**config.mk**
```make
export PLATFORM = sky130hd
export DESIGN_NAME = dpsp_top
export DESIGN_NICKNAME = d
export VERILOG_FILES = /design/src/design/dpsp_codec.v /design/src/design/dpsp_top.v
export VERILOG_INCLUDE_DIRS = /design/src /design/src/design
export SDC_FILE = /design/constraint.sdc
export NUM_CORES = 1
export LEC_CHECK = 0
export ABC_AREA = 0
export BUFFER_PORTS_ARGS = -buffer_cell sky130_fd_sc_hd__buf_2
export CORE_AREA = 2 2 114 200
export DETAILED_ROUTE_END_ITERATION = 8
export DIE_AREA = 0 0 116 202
export GPL_TIMING_DRIVEN = 0
export PLACE_DENSITY_LB_ADDON = 0.25
export SYNTH_ARGS = -nofsm -noshare
export SYNTH_HDL_FRONTEND = slang
export SYNTH_SLANG_ARGS = --single-unit
export TNS_END_PERCENT = 50
```
**constraint.sdc**
```tcl
create_clock -name MCLK -period 10.6 [get_ports MCLK]
set_input_delay 1.59 -clock MCLK [delete_from_list [all_inputs] [get_ports MCLK]]
set_output_delay 1.59 -clock MCLK [all_outputs]
set_load 0.1 [all_outputs]
```
**src/design/dpsp_defs.vh**
```
/*
 * Constants for the dual PCM serial port with companding: register map,
 * control field positions, reset values and serial timing.
 * Assumes a 32-bit Avalon-MM slave bus with byte addresses.
 */
`ifndef DPSP_DEFS_VH
`define DPSP_DEFS_VH

// ********************
// Register map (byte addresses)
// ********************
`define DPSP_OFS_CTRL       4'h0
`define DPSP_OFS_PORT1      4'h4
`define DPSP_OFS_UPPER      4'h8

// ********************
// Control fields
// ********************
`define DPSP_B_RXFLAG       1
`define DPSP_B_INTFLAG      3
`define DPSP_B_UPSEL        8
`define DPSP_B_FRSRC        9
`define DPSP_B_SEREN        11
`define DPSP_B_ENCSEL       12
`define DPSP_B_DECSEL       13
`define DPSP_B_LAW          14
`define DPSP_B_SCLKDIR      15
`define DPSP_U_DIV_HI       7
`define DPSP_U_PRE_LO       8
`define DPSP_U_PRE_HI       11
`define DPSP_U_LONG         12
`define DPSP_SIGN_BIT       15
`define DPSP_RST_SCLKDIR    1'b1
`define DPSP_RST_SEREN      1'b0
`define DPSP_RST_UPPER      13'h0000

// ********************
// Serial timing
// ********************
`define DPSP_BITS           4'h8
`define DPSP_LONG_WIDTH     9'h008
`define DPSP_DIV_OFFSET     9'h002

`endif

```
**src/design/dpsp_codec.v**
```verilog
/*
 * Companding codec: mu-law / A-law encoder and decoder, purely
 * combinational. Linear words are sign-magnitude, sign in bit 15,
 * magnitude in the low bits; mu-law magnitudes carry the bias of 33.
 */
`include "dpsp_defs.vh"
module dpsp_codec (
    // Law selection
    input  wire        law,
    // Encoder side
    input  wire [15:0] lin_in,
    output wire [7:0]  enc_out,
    // Decoder side
    input  wire [7:0]  log_in,
    output wire [15:0] lin_out
);
    // Segment = position of the leading one above the chord base
    function [2:0] seg_of;
        input [12:0] m;
        integer i;
        begin
            seg_of = 3'h0;
            for (i = 1; i < 8; i = i + 1)
                if (m[i + 5])
                    seg_of = i[2:0];
        end
    endfunction

    wire [12:0] mag_u = lin_in[12:0];
    wire [12:0] mag_a = {lin_in[11:0], 1'b0};
    wire [12:0] mag   = law ? mag_a : mag_u;
    wire [2:0]  seg   = seg_of(mag);
    // A-law segment 0 keeps the step of segment 1; segment 7 needs an 8-bit shift
    wire [12:0] shf   = mag >> ({1'b0, seg} + ((law && seg == 3'h0) ? 4'h2 : 4'h1));
    wire        sgn   = lin_in[`DPSP_SIGN_BIT];

    // Encoder; A-law inverts even bits, mu-law inverts all
    assign enc_out = law ? ({~sgn, seg, shf[3:0]} ^ 8'h55)
                         : ~{sgn, seg, shf[3:0]};

    // Decoder fields after undoing the line inversion
    wire [7:0]  c   = law ? (log_in ^ 8'h55) : ~log_in;
    wire [2:0]  ds  = c[6:4];
    wire [13:0] man = {9'h000, c[3:0], 1'b0} + 14'h0021;
    wire [13:0] du  = man << ds;
    wire [13:0] da0 = {9'h000, c[3:0], 1'b1};
    wire [13:0] da  = (ds == 3'h0) ? da0 : (man << (ds - 3'h1));
    wire [12:0] dm  = law ? da[12:0] : du[12:0];

    // Expansion back to sign-magnitude linear; line bit 7 high is positive
    assign lin_out = {~log_in[7], 2'b00, dm};
endmodule // dpsp_codec

```
**src/design/dpsp_top.v**
```verilog
/*
 * Dual-channel PCM serial port with companding. Holds control
 * registers, receive shifters and holding registers, two-stage transmit
 * FIFO, framing logic, serial clock prescaler and frame divider.
 * Assumes an Avalon-MM master on MCLK and pin inputs synchronous to it.
 */
// Our own choices: the Avalon-MM register port and the placing of the registers.
`include "dpsp_defs.vh"
module dpsp_top #(
    parameter AW = 4
) (
    // Clock and reset
    input  wire          MCLK,
    input  wire          RST_N,
    // Avalon-MM slave
    input  wire [AW-1:0] AVS_ADDRESS,
    input  wire          AVS_READ,
    input  wire          AVS_WRITE,
    input  wire [31:0]   AVS_WRITEDATA,
    output reg  [31:0]   AVS_READDATA,
    output wire          AVS_WAITREQUEST,
    // Serial clock pin
    input  wire          SCLK_I,
    output reg           SCLK_O,
    output wire          SCLK_OE,
    // Serial data lines
    input  wire          RX_LINE_CH0,
    input  wire          RX_LINE_CH1,
    output reg           TX_LINE_CH0,
    output wire          TX_LINE_CH0_OE,
    output reg           TX_LINE_CH1,
    output wire          TX_LINE_CH1_OE,
    // Framing
    input  wire          EXT_RX_FRAME_N,
    input  wire          EXT_TX_FRAME_N,
    output reg           INTERNAL_FRAME_PULSE
);
    // Prescale ratio table, codes ascending onto ratios
    function [4:0] half_ratio;
        input [2:0] code;
        begin
            case (code)
                3'h0:    half_ratio = 5'h05;
                3'h1:    half_ratio = 5'h06;
                3'h2:    half_ratio = 5'h07;
                3'h3:    half_ratio = 5'h08;
                3'h4:    half_ratio = 5'h0A;
                3'h5:    half_ratio = 5'h0C;
                3'h6:    half_ratio = 5'h0E;
                default: half_ratio = 5'h10;
            endcase
        end
    endfunction

    // ********************
    // Control state
    // ********************
    reg        rx_frame_flag;
    reg        int_frame_flag;
    reg        upper_ctrl_select;
    reg        frame_source_select;
    reg        serial_enable;
    reg        encode_path_select;
    reg        decode_path_select;
    reg        law_select;
    reg        sclk_direction;
    reg [12:0] upper;
    wire [7:0] frame_divide_value   = upper[`DPSP_U_DIV_HI:0];
    wire [3:0] sclk_prescale_select = upper[`DPSP_U_PRE_HI:`DPSP_U_PRE_LO];
    wire       long_pulse           = upper[`DPSP_U_LONG];

    // ********************
    // Bus decode
    // ********************
    reg  rd_done;
    wire sel_ctrl  = (AVS_ADDRESS == `DPSP_OFS_CTRL);
    wire sel_port1 = (AVS_ADDRESS == `DPSP_OFS_PORT1);
    wire sel_upper = (AVS_ADDRESS == `DPSP_OFS_UPPER);
    wire wr_ctrl   = AVS_WRITE & sel_ctrl;
    wire wr_port1  = AVS_WRITE & sel_port1;
    wire wr_upper  = wr_port1 & upper_ctrl_select;
    wire wr_data   = wr_port1 & ~upper_ctrl_select;
    wire rd_accept = AVS_READ & rd_done;
    wire rd_port1  = rd_accept & sel_port1;

    // Reads wait one cycle so read data come from a register
    assign AVS_WAITREQUEST = AVS_READ & ~rd_done;

    // ********************
    // Serial clock: prescaler or pin
    // ********************
    reg  [4:0] pcnt;
    reg        sclk_q;
    wire [4:0] half     = half_ratio(sclk_prescale_select[2:0]);
    wire       gen_tick = (pcnt == half - 5'h01);
    wire       sclk_rise = sclk_direction ? (SCLK_I & ~sclk_q)
                                          : (gen_tick & ~SCLK_O);
    wire       sclk_fall = sclk_direction ? (~SCLK_I & sclk_q)
                                          : (gen_tick & SCLK_O);

    // Output only while direction is output; ratio ignored as input
    assign SCLK_OE = ~sclk_direction;

    // Divider toggles the clock every half ratio of MCLK cycles
    always @(posedge MCLK or negedge RST_N) begin
        if (!RST_N) begin
            pcnt   <= 5'h00;
            SCLK_O <= 1'b0;
            sclk_q <= 1'b0;
        end else begin
            sclk_q <= SCLK_I;
            if (gen_tick || pcnt >= half) begin
                pcnt   <= 5'h00;
                SCLK_O <= ~SCLK_O;
            end else begin
                pcnt <= pcnt + 5'h01;
            end
        end
    end

    // ********************
    // Internal frame generator
    // ********************
    reg  [8:0] fcnt;
    reg  [7:0] div_lat;
    wire [8:0] period    = {1'b0, div_lat} + `DPSP_DIV_OFFSET;
    wire       wrap      = (fcnt >= period - 9'h001);
    wire [8:0] next_fcnt = wrap ? 9'h000 : fcnt + 9'h001;
    wire       next_pulse = long_pulse ? (next_fcnt < `DPSP_LONG_WIDTH)
                                       : (next_fcnt == 9'h000);
    // Edges of the active-high pulse, coincident with a clock rise
    wire       int_rise = sclk_rise & next_pulse & ~INTERNAL_FRAME_PULSE;
    wire       int_fall = sclk_rise & ~next_pulse & INTERNAL_FRAME_PULSE;

    // Rate is clock over divide plus two; divide caught at wrap
    always @(posedge MCLK or negedge RST_N) begin
        if (!RST_N) begin
            fcnt                 <= 9'h000;
            div_lat              <= 8'h00;
            INTERNAL_FRAME_PULSE <= 1'b0;
        end else if (sclk_rise) begin
            fcnt                 <= next_fcnt;
            INTERNAL_FRAME_PULSE <= next_pulse;
            if (wrap)
                div_lat <= frame_divide_value;
        end
    end

    // ********************
    // Frame multiplexer
    // ********************
    reg        erx_q;
    reg        etx_q;
    reg  [3:0] ibits;
    wire       erx_fall = erx_q & ~EXT_RX_FRAME_N;
    wire       erx_rise = ~erx_q & EXT_RX_FRAME_N;
    wire       etx_fall = etx_q & ~EXT_TX_FRAME_N;
    // Short pulse: start on its fall; long pulse: start on its rise
    wire       int_start = long_pulse ? int_rise : int_fall;
    // Short mode finishes on the eighth falling edge after the start
    wire       short_done = ~long_pulse & sclk_fall & (ibits == 4'h1);
    wire       int_done   = long_pulse ? int_fall : short_done;
    wire       rx_start = frame_source_select ? int_start : erx_fall;
    wire       rx_load  = frame_source_select ? int_done : erx_rise;
    wire       tx_load  = frame_source_select ? int_start : etx_fall;

    // Edge history of the external frame pins, bit count for short mode
    always @(posedge MCLK or negedge RST_N) begin
        if (!RST_N) begin
            erx_q <= 1'b1;
            etx_q <= 1'b1;
            ibits <= 4'h0;
        end else begin
            erx_q <= EXT_RX_FRAME_N;
            etx_q <= EXT_TX_FRAME_N;
            if (int_start)
                ibits <= `DPSP_BITS;
            else if (sclk_fall && ibits != 4'h0)
                ibits <= ibits - 4'h1;
        end
    end

    // ********************
    // Receive path
    // ********************
    reg  [7:0] rx_sh0;
    reg  [7:0] rx_sh1;
    reg  [3:0] rx_cnt;
    reg  [7:0] rx_holding_ch0;
    reg  [7:0] rx_holding_ch1;
    reg        rd_ptr;
    wire       rx_shift = sclk_fall & (rx_cnt != 4'h0);
    wire [7:0] next_sh0 = rx_shift ? {rx_sh0[6:0], RX_LINE_CH0} : rx_sh0;
    wire [7:0] next_sh1 = rx_shift ? {rx_sh1[6:0], RX_LINE_CH1} : rx_sh1;

    // Frame start gates eight falling edges into the shifters, MSB first
    always @(posedge MCLK or negedge RST_N) begin
        if (!RST_N) begin
            rx_sh0         <= 8'h00;
            rx_sh1         <= 8'h00;
            rx_cnt         <= 4'h0;
            rx_holding_ch0 <= 8'h00;
            rx_holding_ch1 <= 8'h00;
            rd_ptr         <= 1'b0;
        end else begin
            rx_sh0 <= next_sh0;
            rx_sh1 <= next_sh1;
            if (rx_start)
                rx_cnt <= `DPSP_BITS;
            else if (rx_shift)
                rx_cnt <= rx_cnt - 4'h1;
            // Holding registers load only while the port is enabled
            if (rx_load && serial_enable) begin
                rx_holding_ch0 <= next_sh0;
                rx_holding_ch1 <= next_sh1;
            end
            // Each frame restarts the read order at channel 0
            if (rx_load)
                rd_ptr <= 1'b0;
            else if (rd_port1)
                rd_ptr <= 1'b1;
        end
    end

    // ********************
    // Transmit FIFO and shifters
    // ********************
    reg  [7:0] fifo0;
    reg  [7:0] fifo1;
    reg        wr_seen;
    reg  [7:0] tx_shifter_ch0;
    reg  [7:0] tx_shifter_ch1;
    reg  [3:0] tx_cnt;
    reg        tx_busy;
    wire [7:0] enc_out;
    wire [7:0] fifo_input_selector;
    wire       tx_shifter_load = tx_load;

    // Encoder runs on every write; select bit chooses what enters stage 0
    assign fifo_input_selector = encode_path_select ? enc_out : AVS_WRITEDATA[7:0];

    // Outputs float unless enabled and shifting
    assign TX_LINE_CH0_OE = serial_enable & tx_busy;
    assign TX_LINE_CH1_OE = serial_enable & tx_busy;

    // FIFO fills regardless of enable; frame edge copies it out
    always @(posedge MCLK or negedge RST_N) begin
        if (!RST_N) begin
            fifo0          <= 8'h00;
            fifo1          <= 8'h00;
            wr_seen        <= 1'b0;
            tx_shifter_ch0 <= 8'h00;
            tx_shifter_ch1 <= 8'h00;
            tx_cnt         <= 4'h0;
            tx_busy        <= 1'b0;
            TX_LINE_CH0    <= 1'b0;
            TX_LINE_CH1    <= 1'b0;
        end else begin
            if (wr_data) begin
                fifo0 <= fifo_input_selector;
                if (wr_seen && !tx_shifter_load)
                    fifo1 <= fifo0;
            end
            // A write in the load cycle opens the next interval
            if (tx_shifter_load)
                wr_seen <= wr_data;
            else if (wr_data)
                wr_seen <= 1'b1;
            // Both channels always load; channel 1 keeps its stage
            if (tx_shifter_load && sclk_rise) begin
                TX_LINE_CH0    <= fifo0[7];
                TX_LINE_CH1    <= fifo1[7];
                tx_shifter_ch0 <= {fifo0[6:0], 1'b0};
                tx_shifter_ch1 <= {fifo1[6:0], 1'b0};
                tx_cnt         <= `DPSP_BITS - 4'h1;
                tx_busy        <= 1'b1;
            end else if (tx_shifter_load) begin
                tx_shifter_ch0 <= fifo0;
                tx_shifter_ch1 <= fifo1;
                tx_cnt         <= `DPSP_BITS;
            end else if (sclk_rise) begin
                if (tx_cnt != 4'h0) begin
                    TX_LINE_CH0    <= tx_shifter_ch0[7];
                    TX_LINE_CH1    <= tx_shifter_ch1[7];
                    tx_shifter_ch0 <= {tx_shifter_ch0[6:0], 1'b0};
                    tx_shifter_ch1 <= {tx_shifter_ch1[6:0], 1'b0};
                    tx_cnt         <= tx_cnt - 4'h1;
                    tx_busy        <= 1'b1;
                end else begin
                    tx_busy <= 1'b0;
                end
            end
        end
    end

    // ********************
    // Read path and codec
    // ********************
    wire [15:0] lin_out;
    // Parallel mode can only see stage 0; stage 1 is never readable
    wire [7:0]  read_path_selector = !serial_enable ? fifo0
                                   : (rd_ptr ? rx_holding_ch1 : rx_holding_ch0);
    // Straight byte or expanded linear word
    wire [31:0] port1_data = decode_path_select ? {16'h0000, lin_out}
                                                : {24'h000000, read_path_selector};

    dpsp_codec u_codec (
        .law     (law_select),
        .lin_in  (AVS_WRITEDATA[15:0]),
        .enc_out (enc_out),
        .log_in  (read_path_selector),
        .lin_out (lin_out)
    );

    // ********************
    // Register file
    // ********************
    wire [15:0] ctrl_word;
    assign ctrl_word = {sclk_direction, law_select, decode_path_select,
                        encode_path_select, serial_enable, 1'b0,
                        frame_source_select, upper_ctrl_select, 4'h0,
                        int_frame_flag, 1'b0, rx_frame_flag, 1'b0};

    // Read data registered in the wait cycle; unmapped reads return zero
    always @(posedge MCLK or negedge RST_N) begin
        if (!RST_N) begin
            rd_done      <= 1'b0;
            AVS_READDATA <= 32'h00000000;
        end else begin
            rd_done <= AVS_READ & ~rd_done;
            if (AVS_READ && !rd_done) begin
                if (sel_ctrl)
                    AVS_READDATA <= {16'h0000, ctrl_word};
                else if (sel_port1)
                    AVS_READDATA <= port1_data;
                else if (sel_upper)
                    AVS_READDATA <= {19'h00000, upper};
                else
                    AVS_READDATA <= 32'h00000000;
            end
        end
    end

    // Control writes; a flag event wins over a clearing write
    always @(posedge MCLK or negedge RST_N) begin
        if (!RST_N) begin
            rx_frame_flag       <= 1'b0;
            int_frame_flag      <= 1'b0;
            upper_ctrl_select   <= 1'b0;
            frame_source_select <= 1'b0;
            serial_enable       <= `DPSP_RST_SEREN;
            encode_path_select  <= 1'b0;
            decode_path_select  <= 1'b0;
            law_select          <= 1'b0;
            sclk_direction      <= `DPSP_RST_SCLKDIR;
            upper               <= `DPSP_RST_UPPER;
        end else begin
            if (wr_ctrl) begin
                upper_ctrl_select   <= AVS_WRITEDATA[`DPSP_B_UPSEL];
                frame_source_select <= AVS_WRITEDATA[`DPSP_B_FRSRC];
                serial_enable       <= AVS_WRITEDATA[`DPSP_B_SEREN];
                encode_path_select  <= AVS_WRITEDATA[`DPSP_B_ENCSEL];
                decode_path_select  <= AVS_WRITEDATA[`DPSP_B_DECSEL];
                law_select          <= AVS_WRITEDATA[`DPSP_B_LAW];
                sclk_direction      <= AVS_WRITEDATA[`DPSP_B_SCLKDIR];
            end
            rx_frame_flag  <= erx_rise
                | (wr_ctrl ? AVS_WRITEDATA[`DPSP_B_RXFLAG] : rx_frame_flag);
            int_frame_flag <= int_done
                | (wr_ctrl ? AVS_WRITEDATA[`DPSP_B_INTFLAG] : int_frame_flag);
            if (wr_upper)
                upper <= AVS_WRITEDATA[12:0];
        end
    end
endmodule // dpsp_top

```
---- Word level (Yosys, flattened, before mapping) ----
Cells that the tools add are included.
storage, ports and cells
  bits in registers ....................... 163
  input bits .............................. 45
  output and inout port bits .............. 40
  word-level logic and storage cells ...... 203
operators by class
  $add $sub $neg .......................... 11
  $lt $le $gt $ge ......................... 3
  equality and inequality tests ........... 11
  shifts and indexed selects .............. 3
  muxes and demuxes ....................... 67
  bitwise logic cells ..................... 42
  reductions and logical operators ........ 30
operators with widths
  operator                                                               count
  8-bit 2-to-1 mux                                                       14
  13-bit 2-to-1 mux                                                      4
  16-bit 2-to-1 mux                                                      3
  5-bit one-hot mux with 7 select lines                                  1
  4-bit 2-to-1 mux                                                       8
  14-bit by 3-bit << shifter with 13-bit output                          2
  1-bit 2-to-1 mux                                                       27
  1-bit bitwise AND                                                      22
  1-bit inverter                                                         14
  13-bit by 4-bit right shift with 4-bit output                          1
  3-bit 2-to-1 mux                                                       4
  2-bit nonzero test                                                     6
  4-bit nonzero test                                                     3
  4-bit by 1-bit subtractor with 4-bit output (second input constant)    3
  8-bit by 2-bit adder with 9-bit output (second input constant)         1
  9-bit by 1-bit adder with 9-bit output (second input constant)         1
  3-bit equality test (second input constant)                            3
  9-bit greater-or-equal comparator                                      1
  3-bit zero test                                                        3
  9-bit zero test                                                        1
  9-bit by 4-bit < comparator with 1-bit output (second input constant)  1
  9-bit 2-to-1 mux                                                       1
  9-bit by 1-bit subtractor with 9-bit output (second input constant)    1
  4-bit inverter                                                         2
  26 further kinds                                                       40

---- Depth between registers and ports, before layout ----
  depth in word-level cells ............... 16
  gate-level depth with buffers ........... 18
  gate-level depth less buffers ........... 17

---- Hierarchy ----
Synthesis repeated with hierarchy kept, for this count alone.
second synthesis, totals
  cell total of the unflattened synthesis .. 921
  area total of the unflattened synthesis .. 9386.5 um^2
by module, submodules not included
  module      times used  cells an instance  area each (um^2)  sequential area each (um^2)
  dpsp_top    1           682                7754.9            3682.3
  dpsp_codec  1           239                1631.6            0.0

---- Least setup slack after synthesis ----
No wires, ideal clock.
  kind .................................... input to register
  start point ............................. in AVS_WRITEDATA[8]
  end point ............................... reg fifo0[1]
  library setup time ...................... 118 ps
  arrival ................................. 4976 ps
  required time ........................... 10482 ps
  setup slack ............................. 5506 ps
  stages on the path ...................... 16
  buffers on the path ..................... 4
  cells stage by stage .................... clkbuf_1 > a211o_1 > nor3_1 > clkbuf_1 > nand4_1 > ha_1 > clkbuf_1 > buf_1 > mux2i_1 > mux2i_1 > mux2i_1 > mux2i_1 > a21oi_1 > xnor2_1 > a211oi_1 > a21o_1
between the ends
  word-level cells in the longest chain between the ends .. 14
RTL lines
  element                                            RTL line         RTL
  start: declaration                                 dpsp_top.v:19    input wire [31:0] AVS_WRITEDATA,
  13-bit 2-to-1 mux (*)                              dpsp_codec.v:31  wire [12:0] mag = law ? mag_a : mag_u;
  2-bit 2-to-1 mux                                   dpsp_codec.v:24  if (m[i + 5])
  3-bit 2-to-1 mux (4 in a row)                      dpsp_codec.v:24
  3-bit zero test                                    dpsp_codec.v:34  wire [12:0] shf = mag >> ({1'b0, seg} + ((law && seg == 3'h0) ? 4'h2 : 4'h1));
  1-bit logical AND                                  dpsp_codec.v:34
  2-bit 2-to-1 mux                                   dpsp_codec.v:34
  3-bit by 4-bit adder with 4-bit output             dpsp_codec.v:34
  13-bit by 4-bit right shift with 4-bit output (*)  dpsp_codec.v:34
  8-bit inverter                                     dpsp_codec.v:39  : ~{sgn, seg, shf[3:0]};
  8-bit 2-to-1 mux (*)                               dpsp_codec.v:38  assign enc_out = law ? ({~sgn, seg, shf[3:0]} ^ 8'h55)
  8-bit 2-to-1 mux (*)                               dpsp_top.v:240   assign fifo_input_selector = encode_path_select ? enc_out : AVS_WRITEDATA[7:0];
  end signal: assignment                             dpsp_top.v:260   fifo0 <= fifo_input_selector;
  end: declaration                                   dpsp_top.v:228   reg [7:0] fifo0;
Mark *: on every way between the ends. The rest lies on a longest branch, timed or not.
A chain may end at the register's enable or synchronous reset.

---- Worst setup path in the final report ----
  start point ............................. reg law_select
  end point ............................... reg fifo0[3]
between the ends
  word-level cells in the longest chain between the ends .. 16
RTL lines
  element                                        RTL line         RTL
  start: declaration                             dpsp_top.v:65    reg law_select;
  start signal: assignment                       dpsp_top.v:364   law_select <= AVS_WRITEDATA[`DPSP_B_LAW];
  13-bit 2-to-1 mux                              dpsp_codec.v:31
  1-bit 2-to-1 mux                               dpsp_codec.v:24
  2-bit 2-to-1 mux (2 in a row)                  dpsp_codec.v:24
  3-bit 2-to-1 mux (4 in a row)                  dpsp_codec.v:24
  3-bit zero test                                dpsp_codec.v:34
  1-bit logical AND                              dpsp_codec.v:34
  2-bit 2-to-1 mux                               dpsp_codec.v:34
  3-bit by 4-bit adder with 4-bit output         dpsp_codec.v:34
  13-bit by 4-bit right shift with 4-bit output  dpsp_codec.v:34
  8-bit inverter                                 dpsp_codec.v:39
  8-bit 2-to-1 mux (*)                           dpsp_codec.v:38
  8-bit 2-to-1 mux (*)                           dpsp_top.v:240
Marks and branches as above.

==> results.yml <==
critical_path:
  critical_path.endpoint_type: "flop"
  crit_buf_inv: 7
  worst-path-stages: 16
  cp_max_fo: 10
  critPathCapture: "fifo0[3]"
  start_kind: "flop"
  cp_cell_sequence: "clkbuf_1 -> clkbuf_1 -> clkbuf_1 -> buf_1 -> buf_1 -> nand4_1 -> ha_1 -> clkbuf_1 -> buf_1 -> mux2i_1 -> mux2i_1 -> mux2i_1 -> o311ai_0 -> xnor2_1 -> mux2i_1 -> o21ai_0"
  critPathRequiredTime_ns: 10.90
  critPathArrivalTime_ns: 6.80
  crit_family: "buffers and inverters"
  r2r_end: "fifo0[3]"
  reg2reg_from: "law_select"
  r2r_setup_slack_ns: 4.10
  cpPeakStageDelay_ns: 0.73
  critPathLaunch: "law_select"
  crit_type: "flop to flop"
  cpMaxStageDelayCell: "o311ai_0"
  reg2regPathDepth: 16
placed_design:
  routabilityCongestion: 0.925
  hpwl_um: 19100
  portBuffers: 49
sta:
  worst_pin_slew_ns: 1.17
  slew_headroom: 0.214
  grt_setup_unrepaired: "no"
  finalCriticalPeriod_ns: 6.50
  clock.fmax_ghz: 0.154
  min_period_over_period: 0.614
  setup_viol: 0
  fin_setup_tns_ns: 0
  maxSlewViolCount: 0
  clock_skew_ns: 0.00917
  final-hold-violation-count: 0
power_and_ir_drop:
  p_per_area_nw_per_um2: 270
  power_leakage_nw: 4.63
  vdd_drop_max_mv: 0.194
  power.total_mw: 2.79
logic_synthesis:
  synthAdderAreaFrac: 0.0410
  synth_top_family_by_area: "compound AO/OA/AOI/OAI gates"
  synth_compound_area_frac: 0.164
  async_flop_share: 1.00
  synth-seq-cells: 147
  yosysUniqueCellTypes: 79
  synthFlopType: "dfrtp_1"
  postSynthAreaPerCell_um2: 9.67
  synthCells: 935
  synth-seq-area-share: 0.407
  netlist_area_um2: 9040
  yosys_warnings: 0
  synth_xor_area_frac: 0.0309
  synth_simple_gate_area_frac: 0.142
  synth-edff-count: 0
  muxShareOfSynthArea: 0.157
clock_network:
  clock_latency_ns: 0.43
  cts_resized: 0
  clock-sinks: 147
  cts_tree: "yes"
  clk_path_buf_depth: 2
  htreeDepth: 4
  hold_buffers: 0
  root_buffer: "clkbuf_16"
  clkSlewWorstSetupHoldPaths_ns: 0.06
  post_cts_buffers: 0
  cts_inserted_buffers: 17
die:
  core_um2: 21800
  die_h_um: 202
  initial_core_util: 0.415
  die_area_um2: 23400
  boundaryPins: 85
  fp.dieW_um: 116
  row_count: 72
route:
  routedWlPerCell_um: 18.6
  vias_per_cell: 5.48
  drt-total-wl_um: 24700
  drtPass1Iterations: 6
  antenna_left: 0
  drt_first_iter_violations: 400
  drc: 0
  num_vias: 7287
layout:
  syn_to_final_growth_pct: 14.4
  antenna_cells: 0
  nets: 1094
  layout-drive-gt1-share: 0.184
  layout_commonest_cell: "dfrtp_1"
  utilization: 0.474
  final_cell_mix: "dfrtp_1 (144), nand2_1 (84), nor2_1 (84), o21ai_0 (63), mux2i_1 (62)"
global_route:
  antenna_found_initial: 0
  grt_pass1_vias: 7440
  grt.overflow.total: 0
  grt_pass1_wl_um: 39600
  grt_max_degree: 92
  globalRouteTotalUtil: 0.221
hold_path:
  hp-class: "flop to flop"
run:
  maxCapViolCount: 0
run_status:
  outcome: "finished clean"
-- cells in the mapped netlist (all sizes together) (3+ instances only) --
master / number / area, µm²
dfrtp: 144 / 3600
nor2: 86 / 328
nand2: 84 / 315
mux2: 67 / 754
mux2i: 63 / 643
o21ai: 63 / 315
a21oi: 50 / 254
inv: 41 / 154
clkbuf: 36 / 136
buf: 31 / 226
ha: 28 / 350
nand3: 26 / 130
a221oi: 17 / 205
xnor2: 17 / 149
xor2: 14 / 130
nor3: 13 / 65.1
a21o: 12 / 90.1
nand2b: 12 / 75.1
a211oi: 9 / 67.6
a31oi: 9 / 56.3
and2: 9 / 58.8
nor3b: 9 / 67.6
or3: 7 / 48.8
nand4: 6 / 37.5
o211ai: 6 / 45.0
o31ai: 6 / 45.0
a32oi: 5 / 43.8
nor2b: 5 / 31.3
a211o: 4 / 35.0
nand3b: 4 / 30.0
o311ai: 4 / 35.0
and4: 3 / 28.8
dfstp: 3 / 78.8
o2111ai: 3 / 26.3
o32ai: 3 / 26.3
-- flip-flops by register name (all words and copies together) (netlist names), 4 cells and up --
name	count
tx_cnt	4
AVS_READDATA	16
rx_sh1	8
fifo1	8
rx_sh0	8
tx_shifter_ch0	8
rx_holding_ch0	8
ibits	4
rx_holding_ch1	8
fifo0	8
upper	13
div_lat	8
pcnt	5
fcnt	9
rx_cnt	4
tx_shifter_ch1	8
-- cell type report --
class	instances	area [µm²]
Buffer	67	363
Sequential cell	147	3680
Tap cell	296	370
Inverter	42	158
Multi-Input combinational cell	694	4890
Clock buffer	19	443
Fill cell	2197	11500
Clock inverter	13	150
Timing Repair Buffer	51	283
-- metrics by stage --
stage / worst slack, ns / area [µm²] / hold WS, ns / cells
final: 4.10 / 10300 / 0.471 / 1329
after global routing: 3.93 / 10300 / 0.498 / 1329
after CTS: 4.25 / 10300 / 0.472 / 1328
after detailed placement: 4.25 / 9750 / 0.454 / 1296
after global placement: 4.21 / 9710 / 0.455 / 1295
after floorplan: 5.51 / 9100 / 0.452 / 950
-- kinds of logic after synthesis --
group,Yosys count
xor+xnor,31
compound gates,215
simple gates,272
fa+ha+maj,29
buf+inv,109
flops,147
mux,131
other cells,1
-- worst register-to-register path, stage by stage, from the launching register on --
cell      delay, ns
dfrtp_1        0.32
clkbuf_1       0.60
clkbuf_1       0.58
clkbuf_1       0.59
buf_1          0.50
buf_1          0.52
nand4_1        0.30
ha_1           0.37
clkbuf_1       0.37
buf_1          0.55
mux2i_1        0.20
mux2i_1        0.23
mux2i_1        0.10
o311ai_0       0.73
xnor2_1        0.17
mux2i_1        0.17
o21ai_0        0.08
-- worst min path at each step --
stage | start | end | slack, ns | depth (start not counted)
floorplan | rx_holding_ch1[1] | rx_holding_ch1[1] | 0.45 | 1
global placement | AVS_READDATA[14] | AVS_READDATA[14] | 0.46 | 2
detailed placement | AVS_READDATA[14] | AVS_READDATA[14] | 0.45 | 2
CTS | AVS_READDATA[14] | AVS_READDATA[14] | 0.47 | 2
global route | AVS_READDATA[14] | AVS_READDATA[14] | 0.50 | 2
finish | AVS_READDATA[14] | AVS_READDATA[14] | 0.47 | 2
-- per-layer routing --
| layer | GRT usage | vias up | wire length, µm |
|---|---|---|---|
| met5 | 0 | - | 0 |
| met4 | 0.120 | 0 | 1330 |
| met3 | 0.0363 | 67 | 892 |
| met2 | 0.404 | 189 | 13200 |
| met1 | 0.236 | 3544 | 9200 |
| li1 | - | 3487 | - |
-- power breakdown --
group | internal, mW | switching, mW | leakage (nW)
registers | 0.746 | 0.155 | 1.82
clock network | 0.357 | 0.256 | 0.290
logic | 0.476 | 0.799 | 2.52
total | 1.58 | 1.21 | 4.63
Power figures use the tool's default switching activity.
